--- src/dtc_pkg.sv ---
package dtc_pkg;

    // Bus geometry
    localparam int          ADDR_W          = 12;
    localparam int          DATA_W          = 32;
    localparam int          NUM_HALVES      = 2;

    // Register byte offsets
    localparam logic [11:0] OFF_CFG         = 12'h000;
    localparam logic [11:0] OFF_CTL         = 12'h00c;
    localparam logic [11:0] OFF_MASK        = 12'h018;
    localparam logic [11:0] OFF_RAW         = 12'h01c;
    localparam logic [11:0] OFF_MIS         = 12'h020;
    localparam logic [11:0] OFF_CLR         = 12'h024;

    // Control fields, per half except the single clock enable; the B half sits one stride above the A half
    localparam int          CTL_HALF_STRIDE = 8;
    localparam int          CTL_EN          = 0;
    localparam int          CTL_STALL       = 1;
    localparam int          CTL_EDGE        = 2;
    localparam int          CTL_CLK_EN      = 4;
    localparam int          CTL_TRIG        = 5;
    localparam int          CTL_PWM         = 6;

    // Event bit positions, shared by mask, raw, masked and clear registers
    localparam int          EVT_A_TIMEOUT   = 0;
    localparam int          EVT_A_MATCH     = 1;
    localparam int          EVT_A_CAPTURE   = 2;
    localparam int          EVT_CLOCK       = 3;
    localparam int          EVT_B_TIMEOUT   = 8;
    localparam int          EVT_B_MATCH     = 9;
    localparam int          EVT_B_CAPTURE   = 10;
    localparam int          EVT_W           = 11;

    // Writable bits and reset values
    localparam logic [31:0] CFG_WR_MASK     = 32'h0000_0007;
    localparam logic [31:0] CTL_WR_MASK     = 32'h0000_6f7f;
    localparam logic [10:0] EVT_WR_MASK     = 11'h70f;
    localparam logic [2:0]  CFG_RST         = 3'h0;
    localparam logic [14:0] CTL_RST         = 15'h0000;
    localparam logic [10:0] EVT_RST         = 11'h000;

    // Global configuration codes
    localparam logic [2:0]  CFG_WIDE        = 3'h0;
    localparam logic [2:0]  CFG_CLOCK       = 3'h1;
    localparam int          CFG_SPLIT_BIT   = 2;

    // Bus responses
    localparam logic [1:0]  RESP_OKAY       = 2'h0;
    localparam logic [1:0]  RESP_SLVERR     = 2'h2;

    typedef enum logic [1:0] {
        EDGE_RISE = 2'h0,
        EDGE_FALL = 2'h1,
        EDGE_RSVD = 2'h2,
        EDGE_BOTH = 2'h3
    } dtc_edge_type;

endpackage : dtc_pkg

--- src/dtc_half_if.sv ---
interface dtc_half_if;
    import dtc_pkg::*;

    logic         enable;
    logic         stall_en;
    dtc_edge_type edge_sel;
    logic         trig_en;
    logic         pwm_pol;
    logic         run;
    logic         cap_edge;

    modport ctrl (output enable, output stall_en, output edge_sel, output trig_en,
                  output pwm_pol, input run, input cap_edge);
    modport half (input enable, input stall_en, input edge_sel, input trig_en,
                  input pwm_pol, output run, output cap_edge);
endinterface : dtc_half_if

--- src/dtc_half.sv ---
module dtc_half (
    input  wire logic aclk,
    input  wire logic aresetn,
    input  wire logic capture_pin,
    input  wire logic pwm_raw,
    input  wire logic trig_raw,
    input  wire logic debug_halt,
    output logic      pwm_out,
    output logic      trig_out,
    dtc_half_if.half  h
);
    import dtc_pkg::*;

    typedef struct packed {
        logic s1;
        logic s2;
        logic prev;
        logic pwm;
        logic trig;
        logic cap;
        logic run;
    } dtc_half_state_type;

    dtc_half_state_type st;
    dtc_half_state_type next_st;
    logic               rise;
    logic               fall;

    // Pin passes two flops; only s2 and prev feed the edge logic
    always_comb begin
        next_st      = st;
        next_st.s1   = capture_pin;
        next_st.s2   = st.s1;
        next_st.prev = st.s2;
        rise         = st.s2 & ~st.prev;
        fall         = ~st.s2 & st.prev;
        next_st.pwm  = pwm_raw ^ h.pwm_pol;
        next_st.trig = trig_raw & h.trig_en;
        // Halted core freezes the half only when stalling is allowed
        next_st.run  = h.enable & ~(h.stall_en & debug_halt);
        case (h.edge_sel)
            EDGE_RISE: next_st.cap = h.enable & rise;
            EDGE_FALL: next_st.cap = h.enable & fall;
            EDGE_BOTH: next_st.cap = h.enable & (rise | fall);
            default:   next_st.cap = 1'b0; // Reserved code never fires
        endcase
    end

    always_ff @(posedge aclk) begin
        if (!aresetn) begin
            st <= '0;
        end else begin
            st <= next_st;
        end
    end

    assign pwm_out    = st.pwm;
    assign trig_out   = st.trig;
    assign h.run      = st.run;
    assign h.cap_edge = st.cap;
endmodule : dtc_half

--- src/dtc_top.sv ---
// Operation
// - B PWM output inverted when bit 14 set
// - B trigger passes only while bit 13 set
// - B capture edge select, bits 11:10
// - B stall allowed only when bit 9 set
// - Bit 8 enables the B half
// - A PWM output inverted when bit 6 set
// - A trigger passes only while bit 5 set
// - Clock counter advances only while bit 4 set
// - A capture edge select, bits 3:2
// - A stall allowed only when bit 1 set
// - Bit 0 enables the A half
// - Reserved control bits read-only; writable reset zero
// - Mask bit 1 enables source; resets zero
// - B mask bits at 10, 9, 8
// - A/clock mask bits at 3..0; rest reserved
// - Configuration field picks wide, clock, split
// - Raw status set by event, W1C clear
// - Masked status is raw AND mask
module dtc_top (
    input  wire logic                   aclk,
    input  wire logic                   aresetn,
    // AXI4-Lite slave
    input  wire logic [dtc_pkg::ADDR_W-1:0] s_axi_awaddr,
    input  wire logic                   s_axi_awvalid,
    output logic                        s_axi_awready,
    input  wire logic [31:0]            s_axi_wdata,
    input  wire logic [3:0]             s_axi_wstrb,
    input  wire logic                   s_axi_wvalid,
    output logic                        s_axi_wready,
    output logic [1:0]                  s_axi_bresp,
    output logic                        s_axi_bvalid,
    input  wire logic                   s_axi_bready,
    input  wire logic [dtc_pkg::ADDR_W-1:0] s_axi_araddr,
    input  wire logic                   s_axi_arvalid,
    output logic                        s_axi_arready,
    output logic [31:0]                 s_axi_rdata,
    output logic [1:0]                  s_axi_rresp,
    output logic                        s_axi_rvalid,
    input  wire logic                   s_axi_rready,
    // Timer side; index 0 is the A half, index 1 the B half
    input  wire logic [dtc_pkg::EVT_W-1:0] timer_event,
    input  wire logic                   debug_halt,
    input  wire logic [1:0]             capture_pin,
    input  wire logic [1:0]             pwm_raw,
    input  wire logic [1:0]             trig_raw,
    output logic [1:0]                  pwm_out,
    output logic [1:0]                  trig_out,
    output logic [1:0]                  half_run,
    output logic [1:0]                  capture_edge,
    output logic                        clock_count_enable,
    output logic                        mode_wide,
    output logic                        mode_clock,
    output logic                        mode_split,
    output logic                        timer_irq
);
    import dtc_pkg::*;

    typedef struct packed {
        logic [2:0]        global_configuration;
        logic [14:0]       timer_control;
        logic [EVT_W-1:0]  interrupt_enable_mask;
        logic [EVT_W-1:0]  raw_event_status;
        logic              aw_held;
        logic [ADDR_W-1:0] aw_addr;
        logic              w_held;
        logic [31:0]       w_data;
        logic [3:0]        w_strb;
        logic              bvalid;
        logic [1:0]        bresp;
        logic              rvalid;
        logic [1:0]        rresp;
        logic [31:0]       rdata;
    } dtc_state_type;

    dtc_state_type     st;
    dtc_state_type     next_st;
    logic              aw_take;
    logic              w_take;
    logic              wr_go;
    logic [ADDR_W-1:0] wr_addr;
    logic [31:0]       wr_data;
    logic [3:0]        wr_strb;
    logic [31:0]       bytes;
    logic [31:0]       ctl_word;
    logic [EVT_W-1:0]  clr_bits;
    logic [EVT_W-1:0]  masked_event_status;

    dtc_half_if hif [NUM_HALVES] ();

    // Byte lanes of the write strobe widened to a bit mask
    function automatic logic [31:0] strb_bits(input logic [3:0] strb);
        logic [31:0] m;
        m = '0;
        for (int i = 0; i < 4; i++) begin
            m[i*8 +: 8] = {8{strb[i]}};
        end
        return m;
    endfunction : strb_bits

    // Merge a write into a register, touching only enabled, writable bits
    function automatic logic [31:0] merge(input logic [31:0] old, input logic [31:0] data,
                                          input logic [31:0] lanes, input logic [31:0] wmask);
        logic [31:0] keep;
        keep = lanes & wmask;
        return (old & ~keep) | (data & keep);
    endfunction : merge

    // Handshake readies; one write and one read in flight at most
    assign s_axi_awready = ~st.aw_held & ~st.bvalid;
    assign s_axi_wready  = ~st.w_held & ~st.bvalid;
    assign s_axi_arready = ~st.rvalid;
    assign aw_take       = s_axi_awvalid & s_axi_awready;
    assign w_take        = s_axi_wvalid & s_axi_wready;
    assign wr_go         = (st.aw_held | aw_take) & (st.w_held | w_take);
    assign wr_addr       = st.aw_held ? st.aw_addr : s_axi_awaddr;
    assign wr_data       = st.w_held ? st.w_data : s_axi_wdata;
    assign wr_strb       = st.w_held ? st.w_strb : s_axi_wstrb;
    assign bytes         = strb_bits(wr_strb);
    assign ctl_word      = {17'h00000, st.timer_control};

    // Masked view is a pure AND, so it needs no storage of its own
    assign masked_event_status = st.raw_event_status & st.interrupt_enable_mask;

    // Clear bits: only byte lanes that were written can clear
    assign clr_bits = (wr_go && wr_addr == OFF_CLR) ?
                      (wr_data[EVT_W-1:0] & bytes[EVT_W-1:0] & EVT_WR_MASK) : '0;

    always_comb begin
        next_st = st;
        // Address and data may arrive in either order
        if (aw_take) begin
            next_st.aw_held = 1'b1;
            next_st.aw_addr = s_axi_awaddr;
        end
        if (w_take) begin
            next_st.w_held = 1'b1;
            next_st.w_data = s_axi_wdata;
            next_st.w_strb = s_axi_wstrb;
        end
        if (wr_go) begin
            next_st.aw_held = 1'b0;
            next_st.w_held  = 1'b0;
            next_st.bvalid  = 1'b1;
            next_st.bresp   = RESP_OKAY;
            case (wr_addr)
                OFF_CFG: begin
                    next_st.global_configuration =
                        3'(merge({29'h0, st.global_configuration}, wr_data, bytes,
                                 CFG_WR_MASK));
                end
                OFF_CTL: begin
                    // Reserved bits stay zero whatever is written
                    next_st.timer_control =
                        15'(merge(ctl_word, wr_data, bytes, CTL_WR_MASK));
                end
                OFF_MASK: begin
                    next_st.interrupt_enable_mask =
                        EVT_W'(merge({21'h0, st.interrupt_enable_mask}, wr_data, bytes,
                                     {21'h0, EVT_WR_MASK}));
                end
                OFF_CLR, OFF_RAW, OFF_MIS: begin
                    next_st.bresp = RESP_OKAY; // Status is read-only; clear is below
                end
                default: begin
                    next_st.bresp = RESP_SLVERR;
                end
            endcase
        end
        if (st.bvalid && s_axi_bready) begin
            next_st.bvalid = 1'b0;
        end
        // Set wins over a clear landing in the same cycle
        next_st.raw_event_status = (st.raw_event_status & ~clr_bits) |
                                   (timer_event & EVT_WR_MASK);
        // Read data registered, answer one cycle after the address
        if (s_axi_arvalid && s_axi_arready) begin
            next_st.rvalid = 1'b1;
            next_st.rresp  = RESP_OKAY;
            case (s_axi_araddr)
                OFF_CFG:  next_st.rdata = {29'h0, st.global_configuration};
                OFF_CTL:  next_st.rdata = ctl_word;
                OFF_MASK: next_st.rdata = {21'h0, st.interrupt_enable_mask};
                OFF_RAW:  next_st.rdata = {21'h0, st.raw_event_status};
                OFF_MIS:  next_st.rdata = {21'h0, masked_event_status};
                OFF_CLR:  next_st.rdata = 32'h0000_0000;
                default: begin
                    next_st.rdata = 32'h0000_0000;
                    next_st.rresp = RESP_SLVERR;
                end
            endcase
        end else if (st.rvalid && s_axi_rready) begin
            next_st.rvalid = 1'b0;
        end
    end

    always_ff @(posedge aclk) begin
        if (!aresetn) begin
            st                       <= '0;
            st.global_configuration  <= CFG_RST;
            st.timer_control         <= CTL_RST;
            st.interrupt_enable_mask <= EVT_RST;
            st.raw_event_status      <= EVT_RST;
        end else begin
            st <= next_st;
        end
    end

    assign s_axi_bvalid = st.bvalid;
    assign s_axi_bresp  = st.bresp;
    assign s_axi_rvalid = st.rvalid;
    assign s_axi_rresp  = st.rresp;
    assign s_axi_rdata  = st.rdata;

    // Configuration decode; reserved codes select nothing
    assign mode_wide  = st.global_configuration == CFG_WIDE;
    assign mode_clock = st.global_configuration == CFG_CLOCK;
    assign mode_split = st.global_configuration[CFG_SPLIT_BIT];

    // Clock counter only runs in clock configuration with its enable set
    assign clock_count_enable = st.timer_control[CTL_CLK_EN] & mode_clock;

    // Single controller interrupt, level, from registered status
    assign timer_irq = |masked_event_status;

    // Per half: control fields out, run and capture back
    for (genvar g = 0; g < NUM_HALVES; g++) begin : g_half
        localparam int B = g * CTL_HALF_STRIDE;
        assign hif[g].enable   = st.timer_control[B + CTL_EN];
        assign hif[g].stall_en = st.timer_control[B + CTL_STALL];
        assign hif[g].edge_sel = dtc_edge_type'(st.timer_control[B + CTL_EDGE +: 2]);
        assign hif[g].trig_en  = st.timer_control[B + CTL_TRIG];
        assign hif[g].pwm_pol  = st.timer_control[B + CTL_PWM];
        assign half_run[g]     = hif[g].run;
        assign capture_edge[g] = hif[g].cap_edge;

        dtc_half u_half (
            .aclk        (aclk),
            .aresetn     (aresetn),
            .capture_pin (capture_pin[g]),
            .pwm_raw     (pwm_raw[g]),
            .trig_raw    (trig_raw[g]),
            .debug_halt  (debug_halt),
            .pwm_out     (pwm_out[g]),
            .trig_out    (trig_out[g]),
            .h           (hif[g])
        );
    end
endmodule : dtc_top

--- config.mk ---
export PLATFORM = sky130hd
export DESIGN_NAME = dtc_top
export DESIGN_NICKNAME = d
export VERILOG_FILES = /design/src/dtc_pkg.sv /design/src/dtc_half_if.sv /design/src/dtc_half.sv /design/src/dtc_top.sv
export SDC_FILE = /design/constraint.sdc
export NUM_CORES = 1
export LEC_CHECK = 0
export BUFFER_PORTS_ARGS = -buffer_cell sky130_fd_sc_hd__buf_2
export CAP_MARGIN = 15
export CORE_MARGIN = 5
export CORE_UTILIZATION = 53
export CTS_BUF_LIST = sky130_fd_sc_hd__clkbuf_4
export DETAILED_ROUTE_END_ITERATION = 12
export GPL_ROUTABILITY_DRIVEN = 0
export PLACE_DENSITY = 0.78
export SYNTH_ARGS = -nofsm -noshare
export SYNTH_HDL_FRONTEND = slang
export SYNTH_SLANG_ARGS = --single-unit
--- constraint.sdc ---
create_clock -name aclk -period 3.1 [get_ports aclk]
set_clock_uncertainty 0.1 [all_clocks]
set_input_delay 0.62 -clock aclk [delete_from_list [all_inputs] [get_ports aclk]]
set_output_delay 0.62 -clock aclk [all_outputs]
set_load 0.005 [all_outputs]
[Yosys cells after proc, flatten, opt, wreduce, memory -nomap -nowiden]
Cells that the tools add are included.
Word-level totals
  register bits: 123
  output and inout bits: 54
  bits of input ports: 85
Operators by class
  reduce and logical (&&, ||, !) cells: 18
  multiplexer cells: 11
  equality and inequality tests: 15
  bitwise operators: 56
Operators by type and width (count)
  15-bit case mux with 5 select lines: 1
  11-bit AND: 5
  12-bit by 5-bit == test with 1-bit output (second input constant): 4
  12-bit by 6-bit == test with 1-bit output (second input constant): 4
  15-bit AND: 2
  12-bit by 4-bit == test with 1-bit output (second input constant): 2
  12-bit logical NOT: 2
  1-bit AND: 22
  11-bit NOT: 2
  11-bit bitwise OR: 2
  15-bit two-way mux: 1
  15-bit NOT: 1
  15-bit bitwise OR: 1
  12-bit two-way mux: 1
  6-bit OR reduction: 2
  11-bit two-way mux: 1
  1-bit NOT: 11
  11-bit OR reduction: 1
  3-bit AND: 2
  2-bit two-way mux: 3
  1-bit case mux with 3 select lines: 2
  2-bit AND reduction: 3
  2-bit by 1-bit == test with 1-bit output (second input constant): 2
  2-bit == test (second input constant): 2
  11 further kinds: 21

[Logic depth before layout (Yosys ltp)]
  word-level depth: 10
  depth in mapped cells: 8
  mapped depth without buffers: 5

[Cells and area by module]
Synthesis repeated with hierarchy kept, for this count alone.
Unflattened totals
  cells, all modules: 510
  area, all modules: 4498.1 um^2
Modules (own cells, without submodules)
  dtc_top: area an instance 3992.6 um^2, sequential area each 1521.5 um^2, times used 1, cells an instance 462
  dtc_half: area an instance 252.7 um^2, sequential area each 140.1 um^2, times used 2, cells an instance 24

[Worst setup path after synthesis]
No wires, ideal clock.
  kind: input-to-reg
  start: input port s_axi_awaddr[11] (netlist name)
  end: register with a tool-made name
  path slack: 699 ps
  data required time: 2880 ps
  buffers on the path: 1
  library setup time: 120 ps
  arrival time: 2181 ps
  stages: 6
  path through: or4_4 > o22ai_4 > nand2_2 > or4_1 > buf_4 > mux2i_1
RTL lines
  start: declaration: line dtc_top.sv:24  | input wire logic [dtc_pkg::ADDR_W-1:0] s_axi_awaddr,

==> impl_metrics.env <==
export IMPL_path_class="reg -> reg"
export IMPL_hpwl_um=7756
export IMPL_synth_top_family_by_area="simple AND/OR/NAND/NOR gates"
export IMPL_start_util=0.5477
export IMPL_grt_usage=0.2003
export IMPL_ant_nets=0
export IMPL_synthMuxAreaShare=0.1029
export IMPL_yosysUniqueCellTypes=46
export IMPL_drc=0
export IMPL_synth_xor_area_frac=0.007746
export IMPL_setup_violations=0
export IMPL_routedWlPerCell_um=14.48
export IMPL_final_nets=688
export IMPL_port_buffer_count=92
export IMPL_power_switching_mw=0.6665
export IMPL_cp_slowest_stage_delay_ps=790
export IMPL_numCtsBuffers=9
export IMPL_start_kind="flip-flop"
export IMPL_antenna_found_initial=0
export IMPL_p_leak_nw=2.106
export IMPL_yosysTopAreaCell="dfxtp_1"
export IMPL_outcome="completed"
export IMPL_irDropWorstVdd_uv=292.1
export IMPL_rsz0062_at_grt="no"
export IMPL_ys_warn_count=0
export IMPL_crit_chain="or4b_1, o22ai_4, nand2_2, or4_1, mux2i_1"
export IMPL_synth_area_um2=4523
export IMPL_min_period_ps=2455
export IMPL_crit_required_ps=3310
export IMPL_synth_most_common_cell="nand2_1"
export IMPL_routed_via_density=5.399
export IMPL_synth_adder_area_share=0.01107
export IMPL_num_rows=33
export IMPL_cts_root_buffer="clkbuf_4"
export IMPL_grt_pass1_wl_um=16650
export IMPL_path_clk_slew_ps=160
export IMPL_switching_share=0.3040
export IMPL_dp_slack_ps=321.4
export IMPL_grt_pass1_vias=3677
export IMPL_core_area_um2=8258
export IMPL_fp_dieArea_um2=10480
export IMPL_yosysSeqAreaShare=0.3983
export IMPL_grt_max_degree=72
export IMPL_drt_iter0_markers=200
export IMPL_finalHoldViolations=0
export IMPL_cp_max_fo=7
export IMPL_post_route_period_util=0.7921
export IMPL_crit_arrival_ps=2670
export IMPL_avgSynthCellArea_um2=8.454
export IMPL_clock_fmax_mhz=407.3
export IMPL_areaGrowthSynthToFinish_pct=9.931
export IMPL_internal_power_mw=1.526
export IMPL_first_pass_iters=4
export IMPL_synth_top_area_share=0.3983
export IMPL_clk_latency_ps=450
export IMPL_die_w_um=102.4
export IMPL_antennaDiodeCount=0
export IMPL_hp_class="in -> reg"
export IMPL_synth_async_reset_ratio=0
export IMPL_synth_main_ff_cell="dfxtp_1"
export IMPL_drive_above_1_share=0.2268
export IMPL_max_slew_margin=0.4059
export IMPL_setup_tns_ps=0
export IMPL_slew_violations=0
export IMPL_worstSetupEndpointType="flip-flop"
export IMPL_synth_area_top_cells="dfxtp_1, nand2_1, buf_4"
export IMPL_cts_setup_buffers=0
export IMPL_die_y_um=102.4
export IMPL_fillCellCount=752
export IMPL_critPathSlowestCell="or4_1"
export IMPL_synth_compound_area_share=0.1527
export IMPL_synth_common_cells="nand2_1, dfxtp_1, buf_4, mux2i_1, nor2_1"
export IMPL_maxCapViolations=0
export IMPL_sequentialPowerShare=0.569
export IMPL_grt_ovfl_total=0
export IMPL_yosys_area_share_simple=0.2213
export IMPL_finalWorstSetupSlack_ps=644.6
export IMPL_clkPwrFrac=0.280
export IMPL_cts_htree_levels=3
export IMPL_clk_path_buf_depth=2
export IMPL_cts_tree="yes"
export IMPL_combPwrFrac=0.151
export IMPL_io_pins=139
export IMPL_tightest_slew_ps=889.2
export IMPL_ys_ff_latch=90
export IMPL_ctsHoldBuffers=0
export IMPL_pwr_density_cell_nw_per_um2=441.0
export IMPL_synth_edff_count=0
export IMPL_syn_inst=535
export IMPL_cts_resized=0
export IMPL_wl_um=10270
export IMPL_cts_sinks=90
export IMPL_vias=3828
export IMPL_finalPower_mw=2.193
area by class of cell:
type | count | area (µm²) | share of cell area
clock buffer | 9 | 67.56 | 0.01359
clock inverter | 7 | 61.31 | 0.01233
inverter | 9 | 33.78 | 0.006794
multi-input combinational | 386 | 2321 | 0.4668
sequential | 90 | 1802 | 0.3624
tap | 105 | 131.4 | 0.02642
timing repair buffer | 103 | 555.5 | 0.1117
layer usage:
metal  part of all wire  routed length, µm  track usage
met5                  0                  0            0
met4              0.013                131      0.06761
met3              0.073                749      0.04642
met2               0.47               4866       0.3283
met1               0.44               4518       0.2604
worst max-delay path, delay by kind of cell, from the launching register on:
| family | cells | cell delay, ps |
|---|---|---|
| AO/OA/AOI/OAI | 1 | 220 |
| flip-flops | 1 | 340 |
| multiplexers | 1 | 210 |
| AND/OR/NAND/NOR | 3 | 1460 |
per-stage QoR:
stage | util | hold WS [ps] | instance area [µm²] | std cells
finish | 0.6021 | 252.7 | 4972 | 709
global placement | 0.5865 | 321.1 | 4843 | 693
floorplan | - | 311.9 | 4598 | 555
global route | 0.6021 | 229.8 | 4972 | 709
CTS | 0.6021 | 230.8 | 4972 | 709
detailed placement | 0.5865 | 318.5 | 4843 | 693
cell families (layout without fill, tap and decap cells):
| kind of cell | after synthesis | in the layout |
|---|---|---|
| AND/OR/NAND/NOR | 210 | 210 |
| flip-flops | 90 | 90 |
| XOR/XNOR | 4 | 4 |
| buffers and inverters | 79 | 128 |
| multiplexers | 45 | 45 |
| other | 1 | 21 |
| adder cells (fa/ha/maj) | 4 | 4 |
| AO/OA/AOI/OAI | 102 | 102 |
cell usage in the layout, fill, tap and decap left out, types with 2 or more instances in the layout:
master	n
and2_1	12
nor3_1	7
a22oi_1	10
buf_2	92
o2111ai_1	2
ha_1	4
buf_4	10
a31oi_1	2
clkbuf_4	9
mux2_2	12
inv_6	2
clkinvlp_4	2
nor3b_1	4
mux2i_1	33
nor4b_1	2
nand3b_1	2
xor2_1	4
nor2b_1	8
or4_1	2
nand2_1	104
a21boi_0	28
a211oi_1	11
dfxtp_1	90
o21ai_0	14
a21oi_1	23
nand2b_1	6
a21o_1	3
conb_1	21
inv_1	9
nor4_1	5
nor2_1	29
nand3_1	20
clkinv_4	2
and3_1	2
o211ai_1	4
power by group through the flow:
stage / sequential (mW) / combinational (mW) / clock [mW]
6_report: 1.25 / 0.331 / 0.615
5_1_grt: 1.25 / 0.373 / 0.687
4_1_cts: 1.25 / 0.330 / 0.630
3_5_place_dp: 1.27 / 0.329 / 0
3_3_place_gp: 1.27 / 0.320 / 0
2_1_floorplan: 1.26 / 0.252 / 0
final timing paths:
path	start	end	slack, ps	cells past startpoint
worst max-delay path	st[86]	flip-flop	640	5
worst min-delay path	debug_halt	g_half[0].u_half.h.run	250	2
worst max register to register	st[86]	flip-flop	640	5
worst min register to register	g_half[1].u_half.next_st[5]	g_half[1].u_half.next_st[4]	350	1
(Power assumes the default switching activity.)
